### src/cpl_pkg.sv
package cpl_pkg;

    // configuration scheme chosen by the mode strap
    typedef enum logic [1:0] {
        MODE_PASSIVE_SERIAL,
        MODE_FAST_PARALLEL,
        MODE_ACTIVE_SERIAL
    } cpl_mode_t;

    // loader sequence
    typedef enum logic [2:0] {
        ST_WAIT,
        ST_CMD,
        ST_LOAD,
        ST_DONE,
        ST_USER
    } cpl_state_t;

    // system clock and the clock driven out in active serial mode
    localparam int CLK_PERIOD_NS   = 10;
    localparam int AS_DCLK_HALF_NS = 40;
    localparam int AS_DCLK_HALF_CYC =
        (AS_DCLK_HALF_NS + CLK_PERIOD_NS - 1) / CLK_PERIOD_NS < 1 ? 1 :
        (AS_DCLK_HALF_NS + CLK_PERIOD_NS - 1) / CLK_PERIOD_NS;

    // field widths
    localparam int DATA_W       = 8;
    localparam int UPPER_W      = 7;
    localparam int DIV_W        = 8;
    localparam int CMD_W        = 32;
    localparam int CMD_CNT_W    = 6;
    localparam int BYTE_CNT_W   = 16;
    localparam int BIT_CNT_W    = 3;
    localparam int SYNC_W       = 12;

    // read command with start address, shifted out msb first
    localparam logic [CMD_W-1:0]      AS_READ_CMD   = 32'h03000000;
    localparam logic [CMD_CNT_W-1:0]  AS_CMD_BITS   = 6'h20;
    localparam logic [DIV_W-1:0]      AS_DIV_LAST   = 8'(AS_DCLK_HALF_CYC - 1);
    localparam logic [BIT_CNT_W-1:0]  BIT_CNT_LAST  = 3'h7;

    // default image length in bytes
    localparam int IMAGE_BYTES_DEF = 64;

    // reset values
    localparam logic [DIV_W-1:0]      DIV_RST       = 8'h00;
    localparam logic [CMD_CNT_W-1:0]  CMD_CNT_RST   = 6'h00;
    localparam logic [BYTE_CNT_W-1:0] BYTE_CNT_RST  = 16'h0000;
    localparam logic [BIT_CNT_W-1:0]  BIT_CNT_RST   = 3'h0;
    localparam logic [DATA_W-1:0]     DATA_RST      = 8'h00;
    localparam logic [UPPER_W-1:0]    UPPER_RST     = 7'h00;
    localparam logic [SYNC_W-1:0]     SYNC_RST      = 12'h001;

endpackage : cpl_pkg

### src/cpl_sync.sv
`timescale 1ns/1ns
`default_nettype none

module cpl_sync (
    // clock and reset
    input  wire logic                      clk,
    input  wire logic                      rst,
    input  wire logic                      clkEn,
    // pins in, synchronised copy out
    input  wire logic [cpl_pkg::SYNC_W-1:0] asyncIn,
    output logic      [cpl_pkg::SYNC_W-1:0] syncOut
);
    import cpl_pkg::*;

    typedef struct packed {
        logic [SYNC_W-1:0] first;
        logic [SYNC_W-1:0] second;
    } cpl_sync_st_t;

    cpl_sync_st_t st_r;
    cpl_sync_st_t st_nxt;

    // first stage feeds only the second stage
    always_comb begin
        st_nxt        = st_r;
        st_nxt.first  = asyncIn;
        st_nxt.second = st_r.first;
    end

    always_ff @(posedge clk or posedge rst) begin
        if (rst) begin
            st_r <= '{first: SYNC_RST, second: SYNC_RST};
        end else if (clkEn) begin
            st_r <= st_nxt;
        end
    end

    assign syncOut = st_r.second;

endmodule : cpl_sync
`default_nettype wire

### src/cpl_deser.sv
`timescale 1ns/1ns
`default_nettype none

module cpl_deser (
    // clock and reset
    input  wire logic                      clk,
    input  wire logic                      rst,
    input  wire logic                      clkEn,
    // capture control
    input  wire logic                      clear,
    input  wire logic                      capture,
    input  wire logic                      parallel,
    input  wire logic                      bitIn,
    input  wire logic [cpl_pkg::DATA_W-1:0] byteIn,
    // assembled byte
    output logic      [cpl_pkg::DATA_W-1:0] byteOut,
    output logic                           byteValid
);
    import cpl_pkg::*;

    typedef struct packed {
        logic [DATA_W-1:0]    shift;
        logic [BIT_CNT_W-1:0] bitCnt;
        logic [DATA_W-1:0]    word;
        logic                 valid;
    } cpl_deser_st_t;

    cpl_deser_st_t st_r;
    cpl_deser_st_t st_nxt;

    // one bit per capture lsb first, or a whole byte per capture
    always_comb begin
        st_nxt       = st_r;
        st_nxt.valid = 1'b0;
        if (clear) begin
            st_nxt.bitCnt = BIT_CNT_RST;
        end else if (capture) begin
            if (parallel) begin
                st_nxt.word  = byteIn;
                st_nxt.valid = 1'b1;
            end else begin
                st_nxt.shift  = {bitIn, st_r.shift[DATA_W-1:1]};
                st_nxt.bitCnt = st_r.bitCnt + 3'h1;
                if (st_r.bitCnt == BIT_CNT_LAST) begin
                    st_nxt.word  = {bitIn, st_r.shift[DATA_W-1:1]};
                    st_nxt.valid = 1'b1;
                end
            end
        end
    end

    always_ff @(posedge clk or posedge rst) begin
        if (rst) begin
            st_r <= '{shift: DATA_RST, bitCnt: BIT_CNT_RST, word: DATA_RST, valid: 1'b0};
        end else if (clkEn) begin
            st_r <= st_nxt;
        end
    end

    assign byteOut   = st_r.word;
    assign byteValid = st_r.valid;

endmodule : cpl_deser
`default_nettype wire

### src/cpl_loader.sv
`timescale 1ns/1ns
`default_nettype none

// How it works
// - configuration is taken only while the chip-enable pin reads low
// - chain-enable pin is released until loading ends, then driven low
// - chain-enable feeds the next device's chip-enable; last one floats
// - in user mode the chain-enable pin follows the user pin setting
// - active serial mode shifts a read command out to the memory
// - active serial mode drives the memory select low for the transfer
// - passive modes take the external clock and capture on its rising edge
// - active serial mode drives the configuration clock out itself
// - after configuration active serial holds its driven clock low; in every mode pin clock toggles are ignored
// - serial modes move one bit per clock on the serial data pin
// - fast parallel moves one byte per clock, serial pin as bit zero
// - serial schemes keep the upper seven data pins tri-stated while loading
// - once user mode is entered the upper data pins become user I/O in every scheme
// - load-complete flag is held low until all data arrives, then released
module cpl_loader #(
    parameter int IMAGE_BYTES = cpl_pkg::IMAGE_BYTES_DEF
) (
    // clock and reset
    input  wire logic                        clk,
    input  wire logic                        rst,
    input  wire logic                        clkEn,
    // mode strap
    input  wire cpl_pkg::cpl_mode_t          cfgMode,
    // chip enable and chain enable
    input  wire logic                        chipEnableInN,
    output logic                             chainEnableOutNOut,
    output logic                             chainEnableOutNOe,
    // configuration clock pin
    input  wire logic                        dclkIn,
    output logic                             dclkOut,
    output logic                             dclkOe,
    // data pins
    input  wire logic                        serialCfgBit,
    input  wire logic [cpl_pkg::UPPER_W-1:0] dataUpperIn,
    output logic      [cpl_pkg::UPPER_W-1:0] dataUpperOut,
    output logic      [cpl_pkg::UPPER_W-1:0] dataUpperOe,
    // serial memory control
    output logic                             serialCmdOut,
    output logic                             serialCmdOe,
    output logic                             memorySelectOutN,
    output logic                             memorySelectOe,
    // load-complete pin
    output logic                             loadCompleteFlagOut,
    output logic                             loadCompleteFlagOe,
    // core side: user-mode entry and shared pin settings
    input  wire logic                        userModeStart,
    input  wire logic                        userChainOut,
    input  wire logic                        userChainOe,
    input  wire logic [cpl_pkg::UPPER_W-1:0] userUpperOut,
    input  wire logic [cpl_pkg::UPPER_W-1:0] userUpperOe,
    // core side: configuration byte stream
    output logic      [cpl_pkg::DATA_W-1:0]  cfgByte,
    output logic                             cfgByteValid,
    output logic                             userMode
);
    import cpl_pkg::*;

    localparam logic [BYTE_CNT_W-1:0] BYTE_LAST = BYTE_CNT_W'(IMAGE_BYTES - 1);

    typedef struct packed {
        cpl_state_t            state;
        cpl_mode_t             mode;
        logic [DIV_W-1:0]      divCnt;
        logic                  dclkPrev;
        logic [CMD_W-1:0]      cmdShift;
        logic [CMD_CNT_W-1:0]  cmdCnt;
        logic [BYTE_CNT_W-1:0] byteCnt;
        logic                  chainOut;
        logic                  chainOe;
        logic                  dclkOut;
        logic                  dclkOe;
        logic [UPPER_W-1:0]    upperOut;
        logic [UPPER_W-1:0]    upperOe;
        logic                  cmdOut;
        logic                  cmdOe;
        logic                  selOutN;
        logic                  selOe;
        logic                  doneOe;
        logic [DATA_W-1:0]     cfgByte;
        logic                  cfgValid;
        logic                  userMode;
    } cpl_st_t;

    cpl_st_t st_r;
    cpl_st_t st_nxt;

    // synchronised pin copies
    logic [SYNC_W-1:0]  pinSync;
    logic               ceNSync;
    logic               dclkSync;
    logic               bitSync;
    logic [UPPER_W-1:0] upperSync;
    cpl_mode_t          modeSync;

    // capture path into the deserialiser
    logic               capture;
    logic               deserClear;
    logic               parallel;
    logic [DATA_W-1:0]  asmByte;
    logic               asmValid;

    // every pin input passes two flops before use
    cpl_sync u_sync (
        .clk     (clk),
        .rst     (rst),
        .clkEn   (clkEn),
        .asyncIn ({2'(cfgMode), dataUpperIn, serialCfgBit, dclkIn, chipEnableInN}),
        .syncOut (pinSync)
    );

    assign ceNSync   = pinSync[0];
    assign dclkSync  = pinSync[1];
    assign bitSync   = pinSync[2];
    assign upperSync = pinSync[9:3];
    assign modeSync  = cpl_mode_t'(pinSync[11:10]);

    // byte assembly for serial and parallel schemes
    cpl_deser u_deser (
        .clk       (clk),
        .rst       (rst),
        .clkEn     (clkEn),
        .clear     (deserClear),
        .capture   (capture),
        .parallel  (parallel),
        .bitIn     (bitSync),
        .byteIn    ({upperSync, bitSync}),
        .byteOut   (asmByte),
        .byteValid (asmValid)
    );

    // capture strobe: rising edge of the pin clock, or of our own clock in active serial
    always_comb begin
        parallel   = (st_r.mode == MODE_FAST_PARALLEL);
        deserClear = (st_r.state != ST_LOAD);
        capture    = 1'b0;
        if (st_r.state == ST_LOAD && !ceNSync) begin
            if (st_r.mode == MODE_ACTIVE_SERIAL) begin
                capture = !st_r.dclkOut && (st_r.divCnt == AS_DIV_LAST);
            end else begin
                capture = dclkSync && !st_r.dclkPrev;
            end
        end
    end

    // loader sequence and pin drive
    always_comb begin
        st_nxt          = st_r;
        st_nxt.dclkPrev = dclkSync;
        st_nxt.cfgValid = 1'b0;

        // active serial clock divider runs while reading the memory
        if (st_r.selOe && !st_r.selOutN) begin
            if (st_r.divCnt == AS_DIV_LAST) begin
                st_nxt.divCnt  = DIV_RST;
                st_nxt.dclkOut = !st_r.dclkOut;
            end else begin
                st_nxt.divCnt = st_r.divCnt + 8'h01;
            end
        end

        // assembled bytes go out to the core and are counted
        if (asmValid) begin
            st_nxt.cfgByte  = asmByte;
            st_nxt.cfgValid = 1'b1;
            st_nxt.byteCnt  = st_r.byteCnt + 16'h0001;
        end

        unique case (st_r.state)
            ST_WAIT: begin
                st_nxt.mode     = modeSync;
                st_nxt.byteCnt  = BYTE_CNT_RST;
                st_nxt.divCnt   = DIV_RST;
                st_nxt.dclkOut  = 1'b0;
                st_nxt.chainOe  = 1'b0;
                st_nxt.doneOe   = 1'b1;
                st_nxt.upperOe  = UPPER_RST;
                st_nxt.selOutN  = 1'b1;
                st_nxt.cmdOut   = 1'b1;
                st_nxt.dclkOe   = (modeSync == MODE_ACTIVE_SERIAL);
                st_nxt.cmdOe    = (modeSync == MODE_ACTIVE_SERIAL);
                st_nxt.selOe    = (modeSync == MODE_ACTIVE_SERIAL);
                if (!ceNSync) begin
                    if (modeSync == MODE_ACTIVE_SERIAL) begin
                        st_nxt.state    = ST_CMD;
                        st_nxt.selOutN  = 1'b0;
                        st_nxt.cmdShift = {AS_READ_CMD[CMD_W-2:0], 1'b0};
                        st_nxt.cmdOut   = AS_READ_CMD[CMD_W-1];
                        st_nxt.cmdCnt   = CMD_CNT_RST;
                    end else begin
                        st_nxt.state = ST_LOAD;
                    end
                end
            end
            ST_CMD: begin
                // command bits change on the falling edge of the driven clock
                if (st_r.dclkOut && st_r.divCnt == AS_DIV_LAST) begin
                    if (st_r.cmdCnt == AS_CMD_BITS - 6'h01) begin
                        st_nxt.state  = ST_LOAD;
                        st_nxt.cmdOut = 1'b1;
                    end else begin
                        st_nxt.cmdOut   = st_r.cmdShift[CMD_W-1];
                        st_nxt.cmdShift = {st_r.cmdShift[CMD_W-2:0], 1'b0};
                    end
                    st_nxt.cmdCnt = st_r.cmdCnt + 6'h01;
                end
                if (ceNSync) begin
                    st_nxt.state = ST_WAIT;
                end
            end
            ST_LOAD: begin
                if (asmValid && st_r.byteCnt == BYTE_LAST) begin
                    st_nxt.state   = ST_DONE;
                    st_nxt.doneOe  = 1'b0;
                    st_nxt.chainOe = 1'b1;
                    st_nxt.chainOut = 1'b0;
                    st_nxt.selOutN = 1'b1;
                    st_nxt.dclkOut = 1'b0;
                    st_nxt.divCnt  = DIV_RST;
                end else if (ceNSync) begin
                    st_nxt.state = ST_WAIT;
                end
            end
            ST_DONE: begin
                // pin clock toggles are no longer looked at
                if (userModeStart) begin
                    st_nxt.state    = ST_USER;
                    st_nxt.userMode = 1'b1;
                end
            end
            ST_USER: begin
                st_nxt.chainOut = userChainOut;
                st_nxt.chainOe  = userChainOe;
                st_nxt.upperOut = userUpperOut;
                st_nxt.upperOe  = userUpperOe;
            end
        endcase

        // upper data pins never drive before user mode
        if (st_nxt.state != ST_USER) begin
            st_nxt.upperOe = UPPER_RST;
        end
    end

    always_ff @(posedge clk or posedge rst) begin
        if (rst) begin
            st_r <= '{
                state:    ST_WAIT,
                mode:     MODE_PASSIVE_SERIAL,
                divCnt:   DIV_RST,
                dclkPrev: 1'b0,
                cmdShift: AS_READ_CMD,
                cmdCnt:   CMD_CNT_RST,
                byteCnt:  BYTE_CNT_RST,
                chainOut: 1'b0,
                chainOe:  1'b0,
                dclkOut:  1'b0,
                dclkOe:   1'b0,
                upperOut: UPPER_RST,
                upperOe:  UPPER_RST,
                cmdOut:   1'b1,
                cmdOe:    1'b0,
                selOutN:  1'b1,
                selOe:    1'b0,
                doneOe:   1'b1,
                cfgByte:  DATA_RST,
                cfgValid: 1'b0,
                userMode: 1'b0
            };
        end else if (clkEn) begin
            st_r <= st_nxt;
        end
    end

    // pins and core outputs straight from state
    assign chainEnableOutNOut  = st_r.chainOut;
    assign chainEnableOutNOe   = st_r.chainOe;
    assign dclkOut             = st_r.dclkOut;
    assign dclkOe              = st_r.dclkOe;
    assign dataUpperOut        = st_r.upperOut;
    assign dataUpperOe         = st_r.upperOe;
    assign serialCmdOut        = st_r.cmdOut;
    assign serialCmdOe         = st_r.cmdOe;
    assign memorySelectOutN    = st_r.selOutN;
    assign memorySelectOe      = st_r.selOe;
    assign loadCompleteFlagOut = 1'b0 & st_r.doneOe;   // open drain: only ever pulls low
    assign loadCompleteFlagOe  = st_r.doneOe;
    assign cfgByte             = st_r.cfgByte;
    assign cfgByteValid        = st_r.cfgValid;
    assign userMode            = st_r.userMode;

    // the serial data pin has no output path at all

endmodule : cpl_loader
`default_nettype wire

### config.mk
export PLATFORM = sky130hd
export DESIGN_NAME = cpl_loader
export DESIGN_NICKNAME = d
export VERILOG_FILES = /design/src/cpl_pkg.sv /design/src/cpl_sync.sv /design/src/cpl_deser.sv /design/src/cpl_loader.sv
export SDC_FILE = /design/constraint.sdc
export NUM_CORES = 1
export LEC_CHECK = 0
export ABC_AREA = 1
export BUFFER_PORTS_ARGS = -buffer_cell sky130_fd_sc_hd__buf_2
export CAP_MARGIN = 10
export CORE_MARGIN = 4
export CORE_UTILIZATION = 65
export CTS_BUF_LIST = sky130_fd_sc_hd__clkbuf_8
export DETAILED_ROUTE_END_ITERATION = 8
export PLACE_DENSITY = 0.95
export SETUP_SLACK_MARGIN = 0.5
export SYNTH_ARGS = -nofsm -noshare
export SYNTH_HDL_FRONTEND = slang
export SYNTH_HIERARCHICAL = 1
export SYNTH_SLANG_ARGS = --single-unit
### constraint.sdc
create_clock -name clk -period 6.4 [get_ports clk]
set_input_delay 1.28 -clock clk [delete_from_list [all_inputs] [get_ports clk]]
set_output_delay 1.28 -clock clk [all_outputs]
set_load 0.005 [all_outputs]
# Word level (Yosys, flattened, before mapping)
# Cells that the tools add are included.
[op_classes] add_sub_neg=4 eq_ne=19 n_mux=46 bitwise_logic=2 reduce_logical=34
[ops] cell="2-to-1 mux 38 bit" n=3
[ops] cell="case mux 38 bit (2 select lines)" n=1
[ops] cell="2-to-1 mux 16 bit" n=2
[ops] cell="2-to-1 mux 32 bit" n=1
[ops] cell="2-to-1 mux 3 bit" n=10
[ops] cell="2-to-1 mux 8 bit" n=3
[ops] cell="2-to-1 mux 9 bit" n=2
[ops] cell="AND reduction 3 bit" n=6
[ops] cell="adder 16 x 1 -> 16 bit, second input constant" n=1
[ops] cell="== test 16 x 6 -> 1 bit, second input constant" n=1
[ops] cell="case mux 8 bit (2 select lines)" n=1
[ops] cell="case mux 7 bit (2 select lines)" n=1
[ops] cell="2-to-1 mux 1 bit" n=12
[ops] cell="2-to-1 mux 12 bit" n=1
[ops] cell="case mux 3 bit (4 select lines)" n=1
[ops] cell="nonzero test 2 bit" n=6
[ops] cell="!= test 2 bit, second input constant" n=5
[ops] cell="case mux 1 bit (2 select lines)" n=5
[ops] cell="AND reduction 2 bit" n=5
[ops] cell="adder 8 x 1 -> 8 bit, second input constant" n=1
[ops] cell="== test 8 x 2 -> 1 bit, second input constant" n=1
[ops] cell="AND reduction 4 bit" n=2
[ops] cell="2-to-1 mux 7 bit" n=1
[ops] cell="adder 6 x 1 -> 6 bit, second input constant" n=1
[ops] cell="other kinds (19)" n=32
[totals] ff_bits=143 inputBits=32 output_inout_bits=34

# Depth between registers and ports, before layout
# Gate-level depths: netlist of the first run.
[logic_depth] ltp_word=8 mapped_depth=13 depth_no_buf=11

# By module
# Netlist of the first run, hierarchy kept.
[by_module_without_submodules] mod="cpl_loader" instances=1 cells_each=504 area_per_inst_um2=4065.1 seq_area_each_um2=1883.1
[by_module_without_submodules] mod="cpl_deser" instances=1 cells_each=134 area_per_inst_um2=1021.0 seq_area_each_um2=475.5
[by_module_without_submodules] mod="cpl_sync" instances=1 cells_each=103 area_per_inst_um2=985.9 seq_area_each_um2=603.1

# Worst setup path before layout of the first run
# No wires, ideal clock.
[synth_timing] kind="register to register" from="register st_r[89] (netlist name)" to="register u_deser.st_r, in the netlist u_deser/byteOut[0]" setup_ns=0.117 arrival_ns=2.417 required_ns=6.283 setup_slack_ns=3.866 stages_incl_launch_ff=12 n_path_buf=0 synth_period_minus_slack_ns=2.534 path_cell_list="dfrtp_1 > ha_1 > nand3_1 > nor2_1 > ha_1 > nor2_1 > a2111oi_0 > inv_2 > nor2_1 > nand3_2 > nand2_1 > nand2_1"
[synth_via] elab_chain_len=5
[synth_rtl] element="from (decl)" line_no="cpl_loader.sv:88" text="cpl_st_t st_r;"
[synth_rtl] element="from (signal assigned)" line_no="cpl_loader.sv:250" text="st_r <= '{"
[synth_rtl] element="from (signal assigned)" line_no="cpl_loader.sv:274" text="st_r <= st_nxt;"
[synth_rtl] element="== test 8 x 2 -> 1 bit" line_no="cpl_loader.sv:142" text="capture = !st_r.dclkOut && (st_r.divCnt == AS_DIV_LAST);"
[synth_rtl] element="logical AND 1 bit" line_no="cpl_loader.sv:142"
[synth_rtl] element="2-to-1 mux 1 bit" line_no="cpl_loader.sv:141" text="if (st_r.mode == MODE_ACTIVE_SERIAL) begin"
[synth_rtl] element="2-to-1 mux 1 bit" line_no="cpl_loader.sv:140" text="if (st_r.state == ST_LOAD && !ceNSync) begin"
[synth_rtl] element="named net capture" line_no="cpl_loader.sv:100" text="logic capture;"
[synth_rtl] element="AND reduction 4 bit (no source line)"
[synth_rtl] element="to (signal assigned)" line_no="cpl_deser.sv:54" text="st_r <= '{shift: DATA_RST, bitCnt: BIT_CNT_RST, word: DATA_RST, valid: 1'b0};"
[synth_rtl] element="to (signal assigned)" line_no="cpl_deser.sv:56" text="st_r <= st_nxt;"
[synth_rtl] element="to (decl)" line_no="cpl_deser.sv:28" text="cpl_deser_st_t st_r;"
# The timed path passes the listed nets, and every way through them passes these cells.
# A chain may end at the register's enable or synchronous reset.

# Worst setup path in the final report of the first run
[layout_timing] from="input clkEn" to="register st_r[41] (netlist name)"
[layout_via] elab_chain_len=1
[layout_rtl] element="from (decl)" line_no="cpl_loader.sv:25" text="input wire logic clkEn,"
[layout_rtl] element="AND reduction 2 bit (no source line)"
# No other way between the ends.

==> impl_metrics.env, run 1 <==
export IMPL_critPathMostFrequentCell="nand2_1"
export IMPL_syn_inst=741
export IMPL_max_slew_margin_pct=35.3
export IMPL_clk_path_buf_depth=2
export IMPL_worst_pin_slew_ns=0.971
export IMPL_post_cts_resized=0
export IMPL_mappedNetlistArea_sq_mm=0.00607
export IMPL_diodes=0
export IMPL_start_util_pct=66.3
export IMPL_vias_per_cell=5.71
export IMPL_fp_dieH_um=105
export IMPL_peakVddDrop_v=0.000174
export IMPL_hpwl_mm=9.22
export IMPL_cap_viol_max_count=0
export IMPL_postCtsHoldBufs=0
export IMPL_clk_latency_ns=0.45
export IMPL_period_share_pct=49.2
export IMPL_drc=0
export IMPL_clockRootBuffer="clkbuf_8"
export IMPL_cts_clk_slew_worst_paths_ns=0.07
export IMPL_postRouteAntennaNets=0
export IMPL_slowest_delay_ns=0.72
export IMPL_cts_tree="done"
export IMPL_fin_cells=897
export IMPL_crit_type="primary input to register"
export IMPL_fin_crit_ns=3.15
export IMPL_worstPathArrival_ns=3.47
export IMPL_synth_cell_types=41
export IMPL_holdPathStages=2
export IMPL_clock_sinks=118
export IMPL_slew_viol_final=0
export IMPL_place_area_sq_mm=0.00614
export IMPL_whs_ns=0.466
export IMPL_drt_iter0_drc=501
export IMPL_via_count=5125
export IMPL_drtPass1Iterations=7
export IMPL_setup_viol=0
export IMPL_synth_seq_area_share_pct=48.8
export IMPL_fmax_ghz=0.318
export IMPL_fin_skew_ns=0.0129
export IMPL_leakage_nw=3.58
export IMPL_ys_warn_count=6
export IMPL_dieWidth_um=105
export IMPL_synth_top_area_cell="dfrtp_1"
export IMPL_areaGrowthSynthToFinish_pct=8.30
export IMPL_drive_gt1_share_pct=18.6
export IMPL_netlist_top_cells_area="dfrtp_1 (46%), nand2_1 (18%), buf_4 (4.2%)"
export IMPL_reg2regPathDepth=9
export IMPL_worst_path_max_fanout=46
export IMPL_cts_setup_buffers=0
export IMPL_worstSetupEndpointType="register"
export IMPL_reg2reg_from="st_r[98]"
export IMPL_grt_max_degree=76
export IMPL_reg2reg_to="u_deser/byteOut[1]"
export IMPL_antenna_found_initial=0
export IMPL_power_density_mw_per_mm2=258
export IMPL_syn_num_nets=781
export IMPL_hold_viol=0
export IMPL_critPathSlowestCell="buf_2"
export IMPL_fin_area_sq_mm=0.00658
export IMPL_status="completed"
export IMPL_grt_pass1_vias=5182
export IMPL_crit_path_start_kind="primary input"
export IMPL_dieArea_sq_mm=0.0110
export IMPL_fin_tns_setup_ns=0
export IMPL_async_flop_share_pct=100
export IMPL_grt_overflow_total=0
export IMPL_place_gp_congestion=0.953
export IMPL_rsz0062_at_grt="false"
export IMPL_h_tree_depth=4
export IMPL_r2r_slack_ns=3.71
export IMPL_crit_required_ns=6.72
export IMPL_critical_path_buf_inv_count=1
export IMPL_yosysMostFrequentCell="nand2_1"
export IMPL_num_rows=35
export IMPL_synth_edf_count=0
export IMPL_ys_seq_elements=118
export IMPL_place_port_buffers=64
export IMPL_wl_mm=14.2
export IMPL_synthFlopType="dfrtp_1"
export IMPL_placed_cells=865
export IMPL_wl_per_cell_um=15.9
export IMPL_synth_top_area_share_pct=45.7
export IMPL_ios=66
export IMPL_grt_pass1_wl_mm=24.1
export IMPL_netlist_top_cells_count="nand2_1 (288), dfrtp_1 (111), inv_1 (46), nand3_1 (46), nor2_1 (44)"
export IMPL_cts_inserted_buffers=17
export IMPL_cp_top_family="simple AND/OR/NAND/NOR gates"
export IMPL_hp_class="register to register"
export IMPL_syn_area_per_cell_sq_um=8.19
export IMPL_track_usage_pct=27.6
export IMPL_whs_endpoint="u_sync/st_nxt[0]"
export IMPL_final_nets=813
export IMPL_coreArea_sq_mm=0.00915
export IMPL_crit_chain="buf_2 -> nand2_1 -> nand2_2 -> nand2_1 -> nor2_2 -> nand2_1 -> nand2_1 -> a21oi_1"
export IMPL_min_delay_start="u_sync/st_nxt[0]"
## cell type report
type	instances	area, sq um
Timing Repair Buffer	66	335
Clock inverter	12	163
Clock buffer	20	275
Multi-Input combinational cell	516	2490
Fill cell	618	2580
Sequential cell	118	2960
Inverter	54	215
Tap cell	111	139
## state kept, by name, summed over array words and instances (netlist names)
name	count
cfgByteValid	1
u_deser/byteOut	8
dclkOut	1
chainEnableOutNOe	1
u_sync/st_nxt	12
loadCompleteFlagOe	1
dataUpperOe	7
u_deser/byteValid	1
dataUpperOut	7
st_r	44
memorySelectOutN	1
chainEnableOutNOut	1
memorySelectOe	1
u_sync/syncOut	12
u_deser/st_r	10
cfgByte	8
serialCmdOut	1
userMode	1
## cell families after synthesis
group	Yosys count	synth area share, %
AND/OR/NAND/NOR	436	31.2
buffers and inverters	107	10.3
multiplexers	9	1.65
AO/OA/AOI/OAI	52	4.99
adder cells (fa/ha/maj)	8	1.65
other	1	0.0618
XOR/XNOR	10	1.44
flip-flops	118	48.8
## worst max path at each step
stage,startpoint,to,slack (ns),depth (start not counted)
finish,clkEn,st_r[41],3.25,8
floorplan,rst,cfgByteValid,3.22,1
global placement,clkEn,st_r[41],3.04,8
CTS,clkEn,st_r[41],3.34,8
global route,clkEn,st_r[35],3.08,5
detailed placement,clkEn,st_r[41],2.94,8
## metal layers
| layer | vias up | share of wire (%) | global-route usage [%] |
|---|---|---|---|
| li1 | 2379 | - | - |
| met1 | 2458 | 39 | 32.8 |
| met2 | 242 | 52 | 47.3 |
| met3 | 46 | 6.9 | 6.36 |
| met4 | 0 | 2.8 | 13.4 |
| met5 | - | 0 | 0 |
## layout by cell type, fill, tap and decap left out, types with 3 or more instances in the layout
| cell type | count |
|---|---|
| a21oi_1 | 13 |
| buf_2 | 64 |
| bufinv_16 | 4 |
| clkbuf_8 | 20 |
| dfrtp_1 | 111 |
| dfstp_2 | 7 |
| ha_1 | 8 |
| inv_1 | 49 |
| inv_2 | 5 |
| mux2_1 | 7 |
| nand2_1 | 288 |
| nand2_2 | 14 |
| nand2_4 | 6 |
| nand3_1 | 46 |
| nand3_2 | 4 |
| nand4_1 | 18 |
| nor2_1 | 44 |
| nor2_4 | 3 |
| nor3_1 | 8 |
| o21ai_0 | 24 |
| o21ai_2 | 7 |
| o31ai_1 | 3 |
| xor2_1 | 8 |
## report_power, final
group	switching, mW	total (mW)	leakage (nW)	internal (mW)
Combinational	0.0818	0.131	1.84	0.0495
Sequential	0.0317	0.819	1.50	0.788
Clock	0.298	0.748	0.238	0.450
## tightest hold or removal path: stages, from the launching register on
cell and delay [ns]:
dfstp_2 0.37, nand2_2 0.05, nand2_1 0.04
## per-stage QoR
step                      setup slack, ns  power (mW)  util, %
final                                3.25        1.70     71.9
after global routing                 3.08        1.76     71.9
after CTS                            3.34        1.70     71.9
after detailed placement             2.94       0.960     67.1
after global placement               3.04       0.948     67.1
after floorplan                      3.22       0.932        -
Note: power is estimated with default switching activity, not from simulation.
==> inputs of run 2 (changes only) <==
--- a/config.mk
+++ b/config.mk
@@ -9,10 +9,10 @@
 export BUFFER_PORTS_ARGS = -buffer_cell sky130_fd_sc_hd__buf_2
 export CAP_MARGIN = 10
 export CORE_MARGIN = 4
-export CORE_UTILIZATION = 65
+export CORE_UTILIZATION = 61
 export CTS_BUF_LIST = sky130_fd_sc_hd__clkbuf_8
 export DETAILED_ROUTE_END_ITERATION = 8
-export PLACE_DENSITY = 0.95
+export PLACE_DENSITY = 0.91
 export SETUP_SLACK_MARGIN = 0.5
 export SYNTH_ARGS = -nofsm -noshare
 export SYNTH_HDL_FRONTEND = slang
==> constraint.sdc (replaced) <==
create_clock -name clk -period 3.2 [get_ports clk]
set_input_delay 0.64 -clock clk [delete_from_list [all_inputs] [get_ports clk]]
set_output_delay 0.64 -clock clk [all_outputs]
set_load 0.005 [all_outputs]
==> impl_metrics.env, run 2 (synthesis results as in run 1) <==
export IMPL_start_util_pct=62.4
export IMPL_fin_cells=922
export IMPL_cts_inserted_buffers=17
export IMPL_reg2reg_from="st_r[89]"
export IMPL_layout_commonest_cell="nand2_1"
export IMPL_worst_path_max_fanout=9
export IMPL_placed_cells=890
export IMPL_place_gp_congestion=0.921
export IMPL_cap_viol_max_count=0
export IMPL_vias_per_cell=5.39
export IMPL_crit_required_ns=3.52
export IMPL_whs_ns=0.357
export IMPL_cts_clk_slew_worst_paths_ns=0.08
export IMPL_period_share_pct=77.2
export IMPL_drive_gt1_share_pct=19.4
export IMPL_clk_latency_ns=0.43
export IMPL_slew_viol_final=0
export IMPL_largest_reg_flops=44
export IMPL_fillerInstances=705
export IMPL_final_util_pct=68.2
export IMPL_hold_viol=0
export IMPL_diodes=0
export IMPL_hp_class="primary input to asynchronous set/reset pin"
export IMPL_hpwl_mm=9.04
export IMPL_areaGrowthSynthToFinish_pct=9.27
export IMPL_crit_type="register to register"
export IMPL_place_area_sq_mm=0.00620
export IMPL_fp_dieH_um=108
export IMPL_crit_path_start_kind="register"
export IMPL_cts_setup_buffers=0
export IMPL_status="completed"
export IMPL_r2r_slack_ns=0.73
export IMPL_worst_pin_slew_ns=0.830
export IMPL_drt_iter0_drc=414
export IMPL_power_density_mw_per_mm2=504
export IMPL_wl_mm=13.2
export IMPL_track_usage_pct=24.0
export IMPL_clock_sinks=118
export IMPL_regMostFlops="st_r"
export IMPL_dieWidth_um=108
export IMPL_fmax_ghz=0.405
export IMPL_fin_skew_ns=0.0128
export IMPL_reg2regPathDepth=12
export IMPL_num_rows=36
export IMPL_via_count=4968
export IMPL_setup_viol=0
export IMPL_rsz0062_at_grt="false"
export IMPL_grt_overflow_total=0
export IMPL_wl_per_cell_um=14.3
export IMPL_coreArea_sq_mm=0.00973
export IMPL_worstSetupEndpointType="register"
export IMPL_final_nets=816
export IMPL_h_tree_depth=4
export IMPL_fin_tns_setup_ns=0
export IMPL_place_port_buffers=64
export IMPL_clk_path_buf_depth=2
export IMPL_final_cell_mix="nand2_1 (288), dfrtp_1 (111), buf_2 (64)"
export IMPL_reg2reg_to="u_deser/byteOut[6]"
export IMPL_grt_max_degree=40
export IMPL_cts_tree="done"
export IMPL_clockRootBuffer="clkbuf_8"
export IMPL_antenna_found_initial=0
export IMPL_leakage_nw=3.56
export IMPL_drc=0
export IMPL_fin_crit_ns=2.47
export IMPL_postRouteAntennaNets=0
export IMPL_dieArea_sq_mm=0.0116
export IMPL_peakVddDrop_v=0.000365
export IMPL_worstPathArrival_ns=2.79
export IMPL_fin_area_sq_mm=0.00664
export IMPL_grt_pass1_wl_mm=22.2
export IMPL_max_slew_margin_pct=44.6
export IMPL_grt_pass1_vias=4800
export IMPL_ios=66
export IMPL_drtPass1Iterations=5
==> run 2: cell count changes in the layout (fill, tap and decap cells not counted) <==
cell        previous run  this run
clkbuf_8              20        19
clkinv_2               2         0
inv_6                  0         2
a2111oi_0              1         0
a2111oi_1              0         1
inv_1                 49        45
buf_12                 0         1
bufinv_16              4         3
clkinvlp_4             0         5
clkinv_4               2         3
buf_4                  2         4
==> run 2: worst max-delay path by stage <==
stage / startpoint / to / slack (ns)
after floorplan: rst / cfgByteValid / 0.66
after global placement: st_r[89] / u_deser/byteOut[7] / 0.99
after detailed placement: st_r[89] / u_deser/byteOut[1] / 0.88
after CTS: st_r[89] / u_deser/byteOut[6] / 0.78
after global routing: st_r[98] / u_deser/byteOut[6] / 0.51
final: st_r[89] / u_deser/byteOut[6] / 0.73
==> run 2: where the power goes <==
group / total (mW) / leakage, nW / internal, mW / switching, mW
Combinational: 0.260 / 1.86 / 0.103 / 0.157
Sequential: 1.64 / 1.50 / 1.57 / 0.0606
Clock: 1.45 / 0.201 / 0.819 / 0.630
Total: 3.34 / 3.56 / 2.50 / 0.847
==> run 2: layout make-up <==
type	instances	area, sq um	share of cell area [%]
clock buffers	19	262	3.94
clock inverters	13	171	2.58
inverters	54	215	3.24
multi-input cells	516	2490	37.5
flip-flops and latches	118	2960	44.6
well taps	133	166	2.51
repair buffers	69	370	5.58
==> run 2: repair_timing <==
item / 4_1_cts / 5_1_grt
endpoints found under the setup margin: 0 / 8
resized for setup: 0 / 1
hold buffers: 0 / 0
==> run 2: stage by stage <==
stage                     total power [mW]  setup slack (ns)
final                                 3.34             0.730
after global routing                  3.48             0.513
after CTS                             3.36             0.781
after detailed placement              1.92             0.882
after global placement                1.90             0.987
after floorplan                       1.86             0.658
==> run 2: metal layers <==
metal / vias up / track usage (%) / part of all wire [%]
li1: 2388 / - / -
met1: 2363 / 30.1 / 41
met2: 186 / 40.0 / 50
met3: 31 / 4.86 / 5.7
met4: 0 / 11.0 / 2.6
met5: - / 0 / 0
==> run 2: worst max-delay path, cell delays in order, from the launching register on <==
cell,delay [ns]
dfrtp_1,0.37
ha_1,0.25
nand3_1,0.10
nor2_1,0.22
ha_1,0.20
nor2_1,0.05
a2111oi_1,0.29
buf_4,0.21
inv_2,0.05
nor2_1,0.20
nand3_2,0.23
nand2_1,0.14
nand2_1,0.06
